--- src/design/vrc_pkg.sv ---
// package: constants and carrier types for the dual rail voltage
// transition control; no assumptions beyond a 250 MHz system clock
package vrc_pkg;
    localparam int CODE_W = 8;
    localparam int PHASES = 6;
    localparam int SENSE_W = 10;
    localparam int DROOP_W = 16;
    localparam int GAIN_W = 8;
    // clock rate and time figures
    localparam int CLK_MHZ = 250;
    localparam int STEP_MV_X100 = 500; // one code step, 5 mV, in mV/100
    localparam int FAST_SLOPE_MV_US = 20;
    localparam int SLOW_SLOPE_MV_US = 5;
    // cycles per code step: step / slope, rounded down (shortest time)
    localparam int FAST_STEP_CYC =
        (STEP_MV_X100 * CLK_MHZ) / (FAST_SLOPE_MV_US * 100);
    localparam int SLOW_STEP_CYC =
        (STEP_MV_X100 * CLK_MHZ) / (SLOW_SLOPE_MV_US * 100);
    localparam int STEP_CNT_W = 10;
    localparam int UNMASK_DELAY_NS = 2000;
    localparam int UNMASK_DELAY_CYC = (UNMASK_DELAY_NS * CLK_MHZ) / 1000;
    localparam int UNMASK_CNT_W = 10;
    // reset values
    localparam logic [CODE_W-1:0] CODE_OFF = 8'h00;
    localparam logic [GAIN_W-1:0] GAIN_RST = 8'h10;
    // Wishbone register byte offsets
    localparam logic [3:0] REG_CMD = 4'h0;
    localparam logic [3:0] REG_GAIN = 4'h4;
    localparam logic [3:0] REG_STATUS = 4'h8;
    localparam logic [3:0] REG_CODE = 4'hc;
    // command register field positions
    localparam int CMD_CODE_LSB = 0;
    localparam int CMD_MAIN_BIT = 8;
    localparam int CMD_SINGLE_BIT = 9;
    localparam int CMD_FAST_BIT = 10;
    localparam int CMD_MEM_BIT = 16;
    localparam int CMD_DROOP_BIT = 17;

    typedef enum logic [1:0] {
        ST_IDLE = 2'b00,
        ST_RAMP = 2'b01,
        ST_HOLD = 2'b11
    } ramp_state_t;

    typedef struct packed {
        logic overVoltage;
        logic underVoltage;
        logic overCurrent;
    } prot_flags_t;

    typedef struct packed {
        logic [PHASES-1:0] pulse;
        logic [PHASES-1:0] pulseEn;
        logic driverEnable;
    } drive_t;
endpackage

--- src/design/dual_rail_voltage_transition_ctrl.sv ---
// top: voltage code ramps, protection masking, startup drive and droop
// assumes raw protection comparators and pwm from analog/modulator logic
// Operation
// - a high single-section pulse pin at configuration disables it.
// - voltage commands for a disabled single section are rejected.
// - protection flags are masked in a ramp and for a delay after it.
// - the fast command ramps at 20 mV/us and the slow command at 5 mV/us.
// - total overcurrent latches the outputs off even during a ramp.
// - a valid command steps each addressed reference to its target code.
// - a command in a ramp retargets it without finishing the old target.
// - after power-up or off code, outputs float until the first pulse once the reference has left the off code.
// - after the first pulse, pulses switch 0/1 and driver enable is 1.
// - overvoltage may still turn on the low-side switch during startup.
// - memory mode with droop scales the droop gain by one quarter.
// - droop output is the sum of phase currents times a software gain.
`timescale 1ns/1ps
module dual_rail_voltage_transition_ctrl #(
    parameter int UNMASK_CYC = vrc_pkg::UNMASK_DELAY_CYC
)
(
    // clock and reset
    input wire logic ref_clk,
    input wire logic rst_b,
    // classic wishbone slave
    input wire logic wb_cyc_i,
    input wire logic wb_stb_i,
    input wire logic wb_we_i,
    input wire logic [3:0] wb_adr_i,
    input wire logic [3:0] wb_sel_i,
    input wire logic [31:0] wb_dat_i,
    output logic [31:0] wb_dat_o,
    output logic wb_ack_o,
    // pins and analog-side inputs
    input wire logic singleStrapPin,
    input wire logic [1:0] pwmRequest,
    input wire vrc_pkg::prot_flags_t mainRawFlags,
    input wire vrc_pkg::prot_flags_t singleRawFlags,
    input wire logic totalCurrentLimitSense,
    input wire logic [vrc_pkg::PHASES*vrc_pkg::SENSE_W-1:0] phaseCurrent,
    // outputs to drivers and protection
    output vrc_pkg::drive_t mainDrive,
    output logic singleSectionPulseOut,
    output logic singleSectionPulseEn,
    output logic singleDriverEnable,
    output vrc_pkg::prot_flags_t mainFlags,
    output vrc_pkg::prot_flags_t singleFlags,
    output logic latchedOff,
    output logic [vrc_pkg::CODE_W-1:0] mainReference,
    output logic [vrc_pkg::CODE_W-1:0] singleReference,
    output logic [vrc_pkg::DROOP_W-1:0] droopOut
);
    localparam int CW = vrc_pkg::CODE_W;

    // strap and limit pin synchronisers: three flops, change on 2 == 3
    logic [2:0] strapSync_q;
    logic [2:0] limSync_q;
    logic strapClean_q;
    logic limClean_q;
    always_ff @(posedge ref_clk or negedge rst_b)
    begin
        if (!rst_b)
        begin
            strapSync_q <= 3'h0;
            limSync_q <= 3'h0;
            strapClean_q <= 1'b0;
            limClean_q <= 1'b0;
        end
        else
        begin
            strapSync_q <= {strapSync_q[1:0], singleStrapPin};
            limSync_q <= {limSync_q[1:0], totalCurrentLimitSense};
            if (strapSync_q[1] == strapSync_q[2])
                strapClean_q <= strapSync_q[2];
            if (limSync_q[1] == limSync_q[2])
                limClean_q <= limSync_q[2];
        end
    end

    // strap captured once, at the fifth edge after release: the filtered
    // level is first valid after the fourth
    logic [2:0] cfgCnt_q;
    logic singleDisabled_q;
    always_ff @(posedge ref_clk or negedge rst_b)
    begin
        if (!rst_b)
        begin
            cfgCnt_q <= 3'h0;
            singleDisabled_q <= 1'b0;
        end
        else if (cfgCnt_q != 3'h5)
        begin
            cfgCnt_q <= cfgCnt_q + 3'h1;
            if (cfgCnt_q == 3'h4)
                singleDisabled_q <= strapClean_q;
        end
    end

    // wishbone decode
    logic wbReq;
    logic wbWrite;
    logic cmdWrite;
    assign wbReq = wb_cyc_i && wb_stb_i && !wb_ack_o;
    assign wbWrite = wbReq && wb_we_i;
    assign cmdWrite = wbWrite && wb_adr_i == vrc_pkg::REG_CMD && wb_sel_i[1];

    logic [CW-1:0] cmdCode;
    logic cmdMain;
    logic cmdSingle;
    assign cmdCode = wb_dat_i[vrc_pkg::CMD_CODE_LSB +: CW];
    assign cmdMain = cmdWrite && wb_dat_i[vrc_pkg::CMD_MAIN_BIT];
    assign cmdSingle = cmdWrite && wb_dat_i[vrc_pkg::CMD_SINGLE_BIT]
        && !singleDisabled_q;

    // config bits: memory mode, droop enable, droop gain
    logic memMode_q;
    logic droopEn_q;
    logic [vrc_pkg::GAIN_W-1:0] droopGain_q;
    logic rejected_q;
    always_ff @(posedge ref_clk or negedge rst_b)
    begin
        if (!rst_b)
        begin
            memMode_q <= 1'b0;
            droopEn_q <= 1'b0;
            droopGain_q <= vrc_pkg::GAIN_RST;
            rejected_q <= 1'b0;
        end
        else
        begin
            if (cmdWrite && wb_sel_i[2])
            begin
                memMode_q <= wb_dat_i[vrc_pkg::CMD_MEM_BIT];
                droopEn_q <= wb_dat_i[vrc_pkg::CMD_DROOP_BIT];
            end
            if (wbWrite && wb_adr_i == vrc_pkg::REG_GAIN && wb_sel_i[0])
                droopGain_q <= wb_dat_i[vrc_pkg::GAIN_W-1:0];
            // sticky reject flag, set wins over a status write clear
            if (cmdWrite && wb_dat_i[vrc_pkg::CMD_SINGLE_BIT]
                && singleDisabled_q)
                rejected_q <= 1'b1;
            else if (wbWrite && wb_adr_i == vrc_pkg::REG_STATUS)
                rejected_q <= 1'b0;
        end
    end

    // per-section ramp engines (0 = multi-phase, 1 = single-phase)
    logic [1:0] secCmd;
    logic [1:0] secRamping;
    logic [1:0] secMasked;
    logic [1:0] secStarting;
    logic [CW-1:0] secRef [2];
    assign secCmd = {cmdSingle, cmdMain};

    generate
        for (genvar s = 0; s < 2; s++)
        begin : g_sec
            vrc_pkg::ramp_state_t state_q;
            logic [CW-1:0] target_q;
            logic [CW-1:0] ref_q;
            logic fast_q;
            logic [vrc_pkg::STEP_CNT_W-1:0] stepCnt_q;
            logic [vrc_pkg::UNMASK_CNT_W-1:0] holdCnt_q;
            logic starting_q;
            logic [vrc_pkg::STEP_CNT_W-1:0] stepLen;
            assign stepLen = fast_q
                ? vrc_pkg::STEP_CNT_W'(vrc_pkg::FAST_STEP_CYC)
                : vrc_pkg::STEP_CNT_W'(vrc_pkg::SLOW_STEP_CYC);

            // target, slope and ramp state
            always_ff @(posedge ref_clk or negedge rst_b)
            begin
                if (!rst_b)
                begin
                    state_q <= vrc_pkg::ST_IDLE;
                    target_q <= vrc_pkg::CODE_OFF;
                    ref_q <= vrc_pkg::CODE_OFF;
                    fast_q <= 1'b0;
                    stepCnt_q <= '0;
                    holdCnt_q <= '0;
                end
                else if (secCmd[s])
                begin
                    // new command retargets, even mid-ramp
                    target_q <= cmdCode;
                    fast_q <= wb_dat_i[vrc_pkg::CMD_FAST_BIT];
                    stepCnt_q <= '0;
                    state_q <= vrc_pkg::ST_RAMP;
                end
                else
                begin
                    unique case (state_q)
                        vrc_pkg::ST_IDLE:
                            state_q <= vrc_pkg::ST_IDLE;
                        vrc_pkg::ST_RAMP:
                        begin
                            if (ref_q == target_q)
                            begin
                                state_q <= vrc_pkg::ST_HOLD;
                                holdCnt_q <= '0;
                            end
                            else if (stepCnt_q == stepLen - 1'b1)
                            begin
                                stepCnt_q <= '0;
                                // one code step toward target
                                if (ref_q < target_q)
                                    ref_q <= ref_q + 1'b1;
                                else
                                    ref_q <= ref_q - 1'b1;
                            end
                            else
                                stepCnt_q <= stepCnt_q + 1'b1;
                        end
                        vrc_pkg::ST_HOLD:
                        begin
                            if (holdCnt_q ==
                                vrc_pkg::UNMASK_CNT_W'(UNMASK_CYC - 1))
                                state_q <= vrc_pkg::ST_IDLE;
                            else
                                holdCnt_q <= holdCnt_q + 1'b1;
                        end
                        default:
                            state_q <= vrc_pkg::ST_IDLE;
                    endcase
                end
            end

            // startup: sitting at the off code arms the no-low-side start
            always_ff @(posedge ref_clk or negedge rst_b)
            begin
                if (!rst_b)
                    starting_q <= 1'b1;
                else if (ref_q == vrc_pkg::CODE_OFF)
                    starting_q <= 1'b1;
                else if (pwmRequest[s])
                    starting_q <= 1'b0;
            end

            assign secRamping[s] = state_q == vrc_pkg::ST_RAMP;
            assign secMasked[s] = state_q != vrc_pkg::ST_IDLE;
            assign secStarting[s] = starting_q;
            assign secRef[s] = ref_q;
        end
    endgenerate

    // total overcurrent latch; never masked by a ramp
    always_ff @(posedge ref_clk or negedge rst_b)
    begin
        if (!rst_b)
            latchedOff <= 1'b0;
        else if (limClean_q)
            latchedOff <= 1'b1;
    end

    // masked protection flags, registered
    always_ff @(posedge ref_clk or negedge rst_b)
    begin
        if (!rst_b)
        begin
            mainFlags <= '0;
            singleFlags <= '0;
        end
        else
        begin
            mainFlags <= secMasked[0] ? '0 : mainRawFlags;
            singleFlags <= (secMasked[1] || singleDisabled_q)
                ? '0 : singleRawFlags;
        end
    end

    // driver outputs: off when latched, float while starting
    logic mainOverVoltPull;
    logic singleOverVoltPull;
    assign mainOverVoltPull = mainRawFlags.overVoltage;
    assign singleOverVoltPull = singleRawFlags.overVoltage
        && !singleDisabled_q;
    always_ff @(posedge ref_clk or negedge rst_b)
    begin
        if (!rst_b)
        begin
            mainDrive <= '0;
            singleSectionPulseOut <= 1'b0;
            singleSectionPulseEn <= 1'b0;
            singleDriverEnable <= 1'b0;
        end
        else
        begin
            mainDrive.pulse <= '0;
            if (latchedOff)
            begin
                mainDrive.pulseEn <= '0;
                mainDrive.driverEnable <= 1'b0;
            end
            else if (mainOverVoltPull)
            begin
                mainDrive.pulseEn <= '1;
                mainDrive.driverEnable <= 1'b1;
            end
            else
            begin
                mainDrive.pulse <= {vrc_pkg::PHASES{pwmRequest[0]}};
                mainDrive.pulseEn <= {vrc_pkg::PHASES{!secStarting[0]}};
                mainDrive.driverEnable <= !secStarting[0];
            end
            singleSectionPulseOut <= 1'b0;
            if (latchedOff || singleDisabled_q)
            begin
                singleSectionPulseEn <= 1'b0;
                singleDriverEnable <= 1'b0;
            end
            else if (singleOverVoltPull)
            begin
                singleSectionPulseEn <= 1'b1;
                singleDriverEnable <= 1'b1;
            end
            else
            begin
                singleSectionPulseOut <= pwmRequest[1];
                singleSectionPulseEn <= !secStarting[1];
                singleDriverEnable <= !secStarting[1];
            end
        end
    end

    // droop: sum of phase currents times gain, quarter in memory mode
    localparam int DROOP_W_SUM = vrc_pkg::SENSE_W + 3;
    logic [DROOP_W_SUM-1:0] phaseSum;
    always_comb
    begin
        phaseSum = '0;
        for (int p = 0; p < vrc_pkg::PHASES; p++)
            phaseSum = phaseSum + DROOP_W_SUM'(
                phaseCurrent[p*vrc_pkg::SENSE_W +: vrc_pkg::SENSE_W]);
    end
    logic [DROOP_W_SUM+vrc_pkg::GAIN_W-1:0] droopProd;
    assign droopProd = phaseSum * droopGain_q;
    always_ff @(posedge ref_clk or negedge rst_b)
    begin
        if (!rst_b)
            droopOut <= '0;
        else if (!droopEn_q)
            droopOut <= '0;
        else if (memMode_q)
            droopOut <= vrc_pkg::DROOP_W'(droopProd >> 6);
        else
            droopOut <= droopProd[vrc_pkg::DROOP_W+3:4];
    end

    assign mainReference = secRef[0];
    assign singleReference = secRef[1];

    // register read-back and single-cycle ack
    always_ff @(posedge ref_clk or negedge rst_b)
    begin
        if (!rst_b)
        begin
            wb_ack_o <= 1'b0;
            wb_dat_o <= '0;
        end
        else
        begin
            wb_ack_o <= wbReq;
            wb_dat_o <= '0;
            if (wbReq && !wb_we_i)
            begin
                unique case (wb_adr_i)
                    vrc_pkg::REG_GAIN:
                        wb_dat_o <= {24'h0, droopGain_q};
                    vrc_pkg::REG_STATUS:
                        wb_dat_o <= {24'h0, latchedOff, rejected_q,
                            singleDisabled_q, secStarting, secRamping,
                            secMasked[0] | secMasked[1]};
                    vrc_pkg::REG_CODE:
                        wb_dat_o <= {16'h0, secRef[1], secRef[0]};
                    default:
                        wb_dat_o <= {14'h0, droopEn_q, memMode_q, 16'h0};
                endcase
            end
        end
    end

    // assertions
    AST_LATCH_OFF: assert property (@(posedge ref_clk) disable iff (!rst_b)
        latchedOff |=> !mainDrive.driverEnable)
        else $error("drivers enabled while latched off");
    AST_START_FLOAT: assert property (@(posedge ref_clk) disable iff (!rst_b)
        secStarting[0] && !mainOverVoltPull
        |=> !mainDrive.driverEnable)
        else $error("driver enabled during startup");
    AST_MASK: assert property (@(posedge ref_clk) disable iff (!rst_b)
        secRamping[0] |=> mainFlags == '0)
        else $error("flags not masked during ramp");
    AST_REJECT: assert property (@(posedge ref_clk) disable iff (!rst_b)
        singleDisabled_q && cmdWrite |=> $stable(singleReference))
        else $error("disabled section accepted command");
    AST_RETARGET: assert property (@(posedge ref_clk) disable iff (!rst_b)
        cmdMain |=> g_sec[0].target_q == $past(cmdCode))
        else $error("target not replaced");
    AST_SINGLE_OFF: assert property (@(posedge ref_clk)
        disable iff (!rst_b) singleDisabled_q |=> !singleDriverEnable)
        else $error("disabled single section enables its driver");
endmodule

--- config.mk ---
export PLATFORM = sky130hd
export DESIGN_NAME = dual_rail_voltage_transition_ctrl
export DESIGN_NICKNAME = d
export VERILOG_FILES = /design/src/design/vrc_pkg.sv /design/src/design/dual_rail_voltage_transition_ctrl.sv
export SDC_FILE = /design/constraint.sdc
export NUM_CORES = 1
export LEC_CHECK = 0
export ABC_AREA = 1
export BUFFER_PORTS_ARGS = -buffer_cell sky130_fd_sc_hd__buf_2
export CORE_ASPECT_RATIO = 0.75
export CORE_UTILIZATION = 54
export CTS_BUF_LIST = sky130_fd_sc_hd__clkbuf_8
export DETAILED_ROUTE_END_ITERATION = 8
export GPL_ROUTABILITY_DRIVEN = 0
export PLACE_DENSITY = 0.8
export SLEW_MARGIN = 25
export SYNTH_ARGS = -nofsm -noshare
export SYNTH_HDL_FRONTEND = slang
export SYNTH_SLANG_ARGS = --single-unit
--- constraint.sdc ---
create_clock -name ref_clk -period 4.3 [get_ports ref_clk]
set_input_delay 0.86 -clock ref_clk [delete_from_list [all_inputs] [get_ports ref_clk]]
set_output_delay 0.86 -clock ref_clk [all_outputs]
set_load 0.005 [all_outputs]
==> run summary, run 1 <==
### Clock network
• H-tree depth reported by CTS: 4
• clk sink count: 149
• TritonCTS clock tree: yes
• number of hold-repair buffers added at the cts stage: 0
• cts bufs inserted: 17
• CTS Root Cell: sky130_fd_sc_hd__clkbuf_8
• later-pin clock latency in the skew report: 0.47 ns
• Reg clk slew, reported paths: 0.08 ns
• maximum clock path buffer count: 2

### Synthesis
• area share of the leading cell type in the synthesized netlist: 29.18%
• cell with the most instances after synthesis: sky130_fd_sc_hd__inv_1
• FF+latch count, synth: 149
• number of instances in the synthesized netlist: 1,544
• proportion of register bits with asynchronous set or reset after synthesis: 100.0%
• biggest area contributors in the synthesized netlist: sky130_fd_sc_hd__dfrtp_1, sky130_fd_sc_hd__fa_1, sky130_fd_sc_hd__inv_1, sky130_fd_sc_hd__nand2_1, sky130_fd_sc_hd__ha_1
• Post-Syn Area per Cell: 8.110 µm²
• leading post-synthesis cells by instance count: sky130_fd_sc_hd__inv_1, sky130_fd_sc_hd__nand2_1, sky130_fd_sc_hd__dfrtp_1
• post-synthesis cell area: 12,520 µm²
• sequential element share of the synthesized area: 29.81%
• count of different cell masters after synthesis: 51
• flip-flop cell with the highest count after synthesis: sky130_fd_sc_hd__dfrtp_1
• yosys warns: 0
• dominant cell type by area after synthesis: sky130_fd_sc_hd__dfrtp_1
• number of enable flip-flop cells after synthesis: 0

### Route
• Detailed Routing Iterations Pass 1: 7
• routed length on met1: 13,580 µm
• top routing layer in use: met4
• # DRC: 0
• DR WL met2: 15,150 µm
• drt initial violations: 857
• length of routed met3 wiring: 2872 µm
• antenna-violating nets left: 0
• number of vias after detailed routing: 11,100
• routed length per placed instance: 15.39 µm
• via-per-instance ratio: 5.247
• wire length after detailed routing: 32,570 µm

### Min path
• worst hold path cell count: 0
• worst hold-check path type: flop to flop
• hold path startpoint: limSync_q[0]$_DFF_PN0_
• Hold Path Sink: limSync_q[1]$_DFF_PN0_

### Run status
• failing checks: setup timing
• status: finished, violations left

### Cells and area
• final antenna diode count: 0
• area of combinational cells with multiple inputs: 8174 µm²
• area taken by flip-flops and latches: 3732 µm²
• Net count, final: 2,119
• fraction of final layout cells with drive strength greater than 1: 29.97%
• area added between synthesis and finish: 26.07%
• number of fillers in the final layout: 1,667

### Setup path
• Worst Path Max Fanout: 4
• delay of the slowest cell on the worst path: 0.54 ns
• number of cells on the worst reg-to-reg path: 17
• Reg2Reg Launch Point: droopGain_q[4]$_DFFE_PN1P_
• setup slack of the worst register-to-register path: -0.01 ns
• crit path capture type: flop
• CP arrival: 7.21 ns
• crit path launch type: primary input
• critical path type: primary input to flop
• worst path required time: 4.69 ns
• CP max-delay cell: sky130_fd_sc_hd__fa_1
• worst r2r dst: droopOut[13]$_DFF_PN0_
• most frequent CP cell: sky130_fd_sc_hd__nand2_2

### Die
• core box area: 22,410 µm²
• Die Width: 177.8 µm
• std cell rows: 47
• Die Ht: 133.9 µm
• Initial Utilization: 55.89%
• total die area: 23,810 µm²
• I/O pin count: 203

### STA
• timing-limited maximum frequency: 146.6 MHz
• max-slew violation count: 0
• Worst Max-Slew Pin Slew: 0.8934 ns
• Setup violations, final: 16
• post-layout worst setup margin: -2.523 ns
• Post-Route Skew: 0.01348 ns
• worst rel slew slack: 40.12%
• fraction of the cycle the final worst path needs: 158.7%
• minimum clock period after layout: 6.823 ns
• Fin Setup TNS: -37.47 ns
• RSZ-0062 raised after global routing: true
• Hold Vio Cnt, Final: 0

### Global route
• remaining global-route overflow: 0
• initial antenna violation count: 0
• global-route wire length before repair: 52,090 µm
• global routing usage summed across all routing layers: 27.86%
• via count of the first global-routing pass: 10,910
• maximum number of pins on one net before global-route repair: 99

### Place
• placed wire-length estimate after detailed placement: 24,650 µm
• count of port buffers added during placement: 168

### Run
• number of max-cap violations: 0

-- placed cells by master, fill, tap and decap left out, drive strengths merged --
cell type  instances
ha                85
a211oi             2
or2                9
nor3              21
maj3               2
o31ai              2
mux2i              2
a21o               5
o21a               2
bufinv             2
o211ai             3
dfrtp            146
buf              281
nand3             68
clkinvlp           5
nor2             126
o22ai             19
o221ai             5
conb              14
nand3b             5
clkbuf            18
dfstp              3
fa               108
o2bb2ai            1
o21bai             6
nor4               8
xnor2             24
xor2              32
clkinv             5
nand4             13
a31oi              2
a21oi             45
o21ai             72
inv              345
and2               1
nand2            335
-- registers in the layout, indices dropped and copies added (netlist names), 2 cells and up --
name / cells
g_sec.holdCnt_q: 20
g_sec.stepCnt_q: 20
wb_dat_o: 18
droopOut: 16
g_sec.target_q: 16
droopGain_q: 8
mainReference: 8
singleReference: 8
g_sec.state_q: 4
cfgCnt_q: 3
limSync_q: 3
mainFlags: 3
singleFlags: 3
strapSync_q: 3
g_sec.fast_q: 2
g_sec.starting_q: 2
mainDrive: 2
-- timing repair --
action,CTS,global route
setup endpoints to repair,16,16
pin swaps,68,64
gates cloned,0,0
setup buffers,13,16
gates resized for setup,112,77
endpoints found under the hold margin,0,0
-- layer usage --
metal / global-route usage [%] / up-vias
met5: 0 / -
met4: 9.592 / 0
met3: 6.066 / 99
met2: 44.73 / 540
met1: 37.43 / 5227
li1: - / 5236
-- how the worst max path moves through the flow --
stage               slack [ns]                     end             start
floorplan                -2.54  droopOut[14]$_DFF_PN0_  phaseCurrent[54]
global placement         -2.88  droopOut[14]$_DFF_PN0_   phaseCurrent[9]
detailed placement       -3.00  droopOut[12]$_DFF_PN0_  phaseCurrent[54]
CTS                      -2.29  droopOut[14]$_DFF_PN0_   phaseCurrent[5]
global route             -2.78  droopOut[13]$_DFF_PN0_   phaseCurrent[2]
finish                   -2.52  droopOut[13]$_DFF_PN0_   phaseCurrent[2]
-- critical path, delay by kind of cell --
| family | cells | cell delay (ns) |
|---|---|---|
| adders and majority gates | 10 | 4.16 |
| and+or+nand+nor | 14 | 1.13 |
| buffers and inverters | 7 | 0.53 |
| AOI/OAI and AO/OA | 3 | 0.52 |
-- stage by stage --
stage          hold WS (ns)  std cells  util [%]  worst slack [ns]  instance area [µm²]
2_1_floorplan        0.3312       1557         -            -2.540                12940
3_3_place_gp         0.3352       2060     64.76            -2.877                14510
3_5_place_dp         0.3417       2060     64.76            -2.999                14510
4_1_cts              0.3587       2102     68.69            -2.286                15390
5_1_grt              0.3715       2116     70.46            -2.782                15790
6_report             0.3554       2116     70.46            -2.523                15790
-- cells by family after synthesis --
logic type / after synthesis / synth area share (%)
buffers and inverters: 391 / 12.78
adder cells (fa/ha/maj): 195 / 25.92
other: 1 / 0.02995
AO/OA/AOI/OAI: 164 / 7.474
XOR/XNOR: 56 / 3.977
flip-flops: 149 / 29.81
multiplexers: 2 / 0.1599
AND/OR/NAND/NOR: 586 / 19.85
-- layout make-up --
type	instances	share of cell area (%)
inverter	345	8.322
sequential	149	23.64
clock inverter	12	0.8401
tap	294	2.330
timing repair buffer	281	11.52
multi-input combinational	1017	51.78
clock buffer	18	1.569
Power of run 1 is left out: the tool's default activity adds up to more than one toggle a clock period on the data nets, which glitch-free logic cannot reach.
==> inputs of run 2 (changes only) <==
ABC_AREA = unset   (was 1)
RECOVER_POWER = 25   (was unset)
==> run 2 against run 1 <==
  * Non-clock buffer count grew 30
  * Fmax shrank 13%
  * Final area shrank 0.86%
  * Critical path type unchanged
  * Flip-flop and latch count did not move
  * Register-to-register slack got worse by 0.51 ns
  * Critical endpoint is now droopOut[12]$_DFF_PN0_
  * Wire length shrank 1.3%
  * Sequential share of layout area is 0.20 points higher
  * The flow finishes with violations (capacitance limit, slew limit, setup timing)
  * Global-route usage fell by 1.4 points
  * Worst setup slack got worse by 1.0 ns
  * First-iteration DRC count down 13%
  * Die area fell by 0.48%
==> run summary, run 2 <==
### Run status
• status: finished, violations left
• failing checks: capacitance limit, slew limit, setup timing

### Route
• drt initial violations: 747, -13%
• length of routed met3 wiring: 2123 µm, -26%
• top routing layer in use: met4
• routed length on met1: 14,040 µm, +3.3%
• number of vias after detailed routing: 10,450, -5.9%
• # DRC: 0, unchanged
• routed length per placed instance: 16.85 µm, +9.4%
• Detailed Routing Iterations Pass 1: 5, -2
• antenna-violating nets left: 0, unchanged
• DR WL met2: 15,380 µm, +1.5%
• via-per-instance ratio: 5.474, +4.3%
• wire length after detailed routing: 32,160 µm, -1.3%

### Power and ir drop
• power per standard cell area: 535.8 nW/µm²
• leakage power total: 0.008093 µW
• largest voltage drop on the vdd net: 362.4 µV
• overall power consumption: 8386 µW

### Clock network
• number of hold-repair buffers added at the cts stage: 0, unchanged
• clk sink count: 149, unchanged
• cts bufs inserted: 17, unchanged
• CTS Root Cell: sky130_fd_sc_hd__clkbuf_8
• Reg clk slew, reported paths: 0.10 ns, +0.02 ns
• TritonCTS clock tree: yes
• later-pin clock latency in the skew report: 0.47 ns, about the same
• H-tree depth reported by CTS: 4, unchanged
• maximum clock path buffer count: 2, unchanged

### Global route
• initial antenna violation count: 0, unchanged
• maximum number of pins on one net before global-route repair: 107, +8.1%
• global routing usage summed across all routing layers: 26.44%, -1.4 points
• remaining global-route overflow: 0, unchanged
• via count of the first global-routing pass: 10,010, -8.3%
• global-route wire length before repair: 49,600 µm, -4.8%

### Synthesis
• post-synthesis cell area: 12,460 µm², -0.49%
• dominant cell type by area after synthesis: sky130_fd_sc_hd__dfrtp_1
• proportion of register bits with asynchronous set or reset after synthesis: 100.0%, unchanged
• count of different cell masters after synthesis: 82, +61%
• FF+latch count, synth: 149, unchanged
• sequential element share of the synthesized area: 29.95%, +0.15 points
• number of enable flip-flop cells after synthesis: 0, unchanged
• yosys warns: 0, unchanged
• number of instances in the synthesized netlist: 1,315, -15%
• cell with the most instances after synthesis: sky130_fd_sc_hd__inv_1
• area share of the leading cell type in the synthesized netlist: 29.32%, +0.14 points
• leading post-synthesis cells by instance count: sky130_fd_sc_hd__inv_1, sky130_fd_sc_hd__dfrtp_1, sky130_fd_sc_hd__fa_1
• flip-flop cell with the highest count after synthesis: sky130_fd_sc_hd__dfrtp_1
• Post-Syn Area per Cell: 9.476 µm², +17%
• biggest area contributors in the synthesized netlist: sky130_fd_sc_hd__dfrtp_1, sky130_fd_sc_hd__fa_1, sky130_fd_sc_hd__ha_1, sky130_fd_sc_hd__inv_1, sky130_fd_sc_hd__nand2_1

### Die
• core box area: 22,350 µm², -0.26%
• std cell rows: 47, unchanged
• I/O pin count: 203, unchanged
• Die Ht: 133.6 µm, -0.24%
• total die area: 23,690 µm², -0.48%
• Die Width: 177.4 µm, -0.24%
• Initial Utilization: 55.76%, -0.13 points

### Setup path
• delay of the slowest cell on the worst path: 0.56 ns, +0.02 ns
• crit path launch type: primary input
• CP max-delay cell: sky130_fd_sc_hd__fa_1
• Worst Path Max Fanout: 5, +1
• worst path required time: 4.69 ns, about the same
• crit path capture type: flop
• critical path type: primary input to flop
• CP arrival: 8.26 ns, +1.05 ns
• most frequent CP cell: sky130_fd_sc_hd__fa_1

### STA
• Post-Route Skew: 0.02181 ns, +0.008337 ns
• worst rel slew slack: -73.47%, -110 points
• Setup violations, final: 16, unchanged
• minimum clock period after layout: 7.869 ns, +1.046 ns
• post-layout worst setup margin: -3.569 ns, -1.046 ns
• max-slew violation count: 107, +107
• timing-limited maximum frequency: 127.1 MHz, -13%
• fraction of the cycle the final worst path needs: 183.0%, +24 points
• Hold Vio Cnt, Final: 0, unchanged
• RSZ-0062 raised after global routing: true
• Fin Setup TNS: -50.21 ns, -12.73 ns
• post-route worst hold slack: 0.3461 ns, -0.009237 ns
• Worst Max-Slew Pin Slew: 2.602 ns, +1.709 ns

### Run
• number of max-cap violations: 1, +1

### Cells and area
• fraction of final layout cells with drive strength greater than 1: 31.33%, +1.4 points
• most common library cell in the layout ignoring fill and taps: sky130_fd_sc_hd__inv_1
• most used cells in the layout excluding fill and tap cells: sky130_fd_sc_hd__inv_1, sky130_fd_sc_hd__buf_2, sky130_fd_sc_hd__dfrtp_1
• area added between synthesis and finish: 25.61%
• final cell area excluding filler cells: 15,650 µm², -0.86%
• final antenna diode count: 0, unchanged
• Net count, final: 1,910, -9.9%
• largest registers: g_sec.holdCnt_q: 20 flops, g_sec.stepCnt_q: 20 flops, wb_dat_o: 18 flops

### Place
• Post-DP Area: 14,420 µm², -0.60%
• DP Worst Slack: -3.875 ns, -0.8757 ns
• count of port buffers added during placement: 168, unchanged
• placed wire-length estimate after detailed placement: 23,170 µm, -6.0%

### Min path
• worst hold-check path type: flop to flop

run 2: cells by family (layout without fill, tap and decap cells):
group / count (synthesis) / after routing / synth area share, %
flip-flops: 149 / 149 / 29.95
AND/OR/NAND/NOR: 417 / 417 / 17.78
multiplexers: 32 / 32 / 2.942
XOR/XNOR: 50 / 50 / 3.514
adder cells (fa/ha/maj): 195 / 195 / 26.05
other: 1 / 14 / 0.03009
AO/OA/AOI/OAI: 199 / 199 / 10.39
buffers and inverters: 272 / 559 / 9.338
run 2: repair_timing:
| action | CTS | global route |
|---|---|---|
| setup buffers | 18 | 15 |
| pin swaps | 79 | 58 |
| setup endpoints to repair | 16 | 16 |
| resized for setup | 87 | 52 |
run 2: metal layers:
layer / vias to the layer above / GRT usage, %
met1: 5107 / 38.43
met4: 0 / 5.318
met3: 68 / 4.167
li1: 4852 / -
met2: 423 / 41.99
met5: - / 0
run 2: layout make-up:
type / instances / area, µm²
Clock buffer: 18 / 247.7
Clock inverter: 14 / 122.6
Fill cell: 1602 / 6695
Inverter: 216 / 828.3
Multi-Input combinational cell: 907 / 8333
Sequential cell: 149 / 3732
Tap cell: 294 / 367.9
Timing Repair Buffer: 311 / 2019
run 2: power by group:
| group | internal [µW] | switching, µW |
|---|---|---|
| clock | 429 | 597 |
| sequential | 1480 | 89.5 |
| combinational | 2820 | 2960 |
run 2: critical path: cells and delay by family:
kind	cells	cell delay (ns)
simple gates	6	1.38
fa+ha+maj	9	4.25
compound gates	6	1.30
buf+inv	8	0.46
run 2: path summary, 6_finish.rpt:
| path | start | end | slack [ns] | cells after the start |
|---|---|---|---|---|
| min reg2reg | strapSync_q[0]$_DFF_PN0_ | strapSync_q[1]$_DFF_PN0_ | 0.35 | 0 |
| min in group asynchronous | rst_b | g_sec[0].holdCnt_q[4]$_DFFE_PN0P_ | 1.16 | 1 |
| max in group asynchronous | rst_b | g_sec[1].holdCnt_q[7]$_DFFE_PN0P_ | 1.58 | 1 |
| max reg2reg | droopGain_q[4]$_DFFE_PN1P_ | droopOut[12]$_DFF_PN0_ | -0.52 | 15 |
| min | strapSync_q[0]$_DFF_PN0_ | strapSync_q[1]$_DFF_PN0_ | 0.35 | 0 |
| max | phaseCurrent[23] | droopOut[12]$_DFF_PN0_ | -3.57 | 29 |
run 2: metrics by stage:
stage | utilization (%) | cells
after floorplan | - | 1328
after global placement | 64.55 | 1847
after detailed placement | 64.55 | 1847
after CTS | 68.62 | 1896
after global routing | 70.04 | 1909
final | 70.04 | 1909
Power figures use the tool's default switching activity.
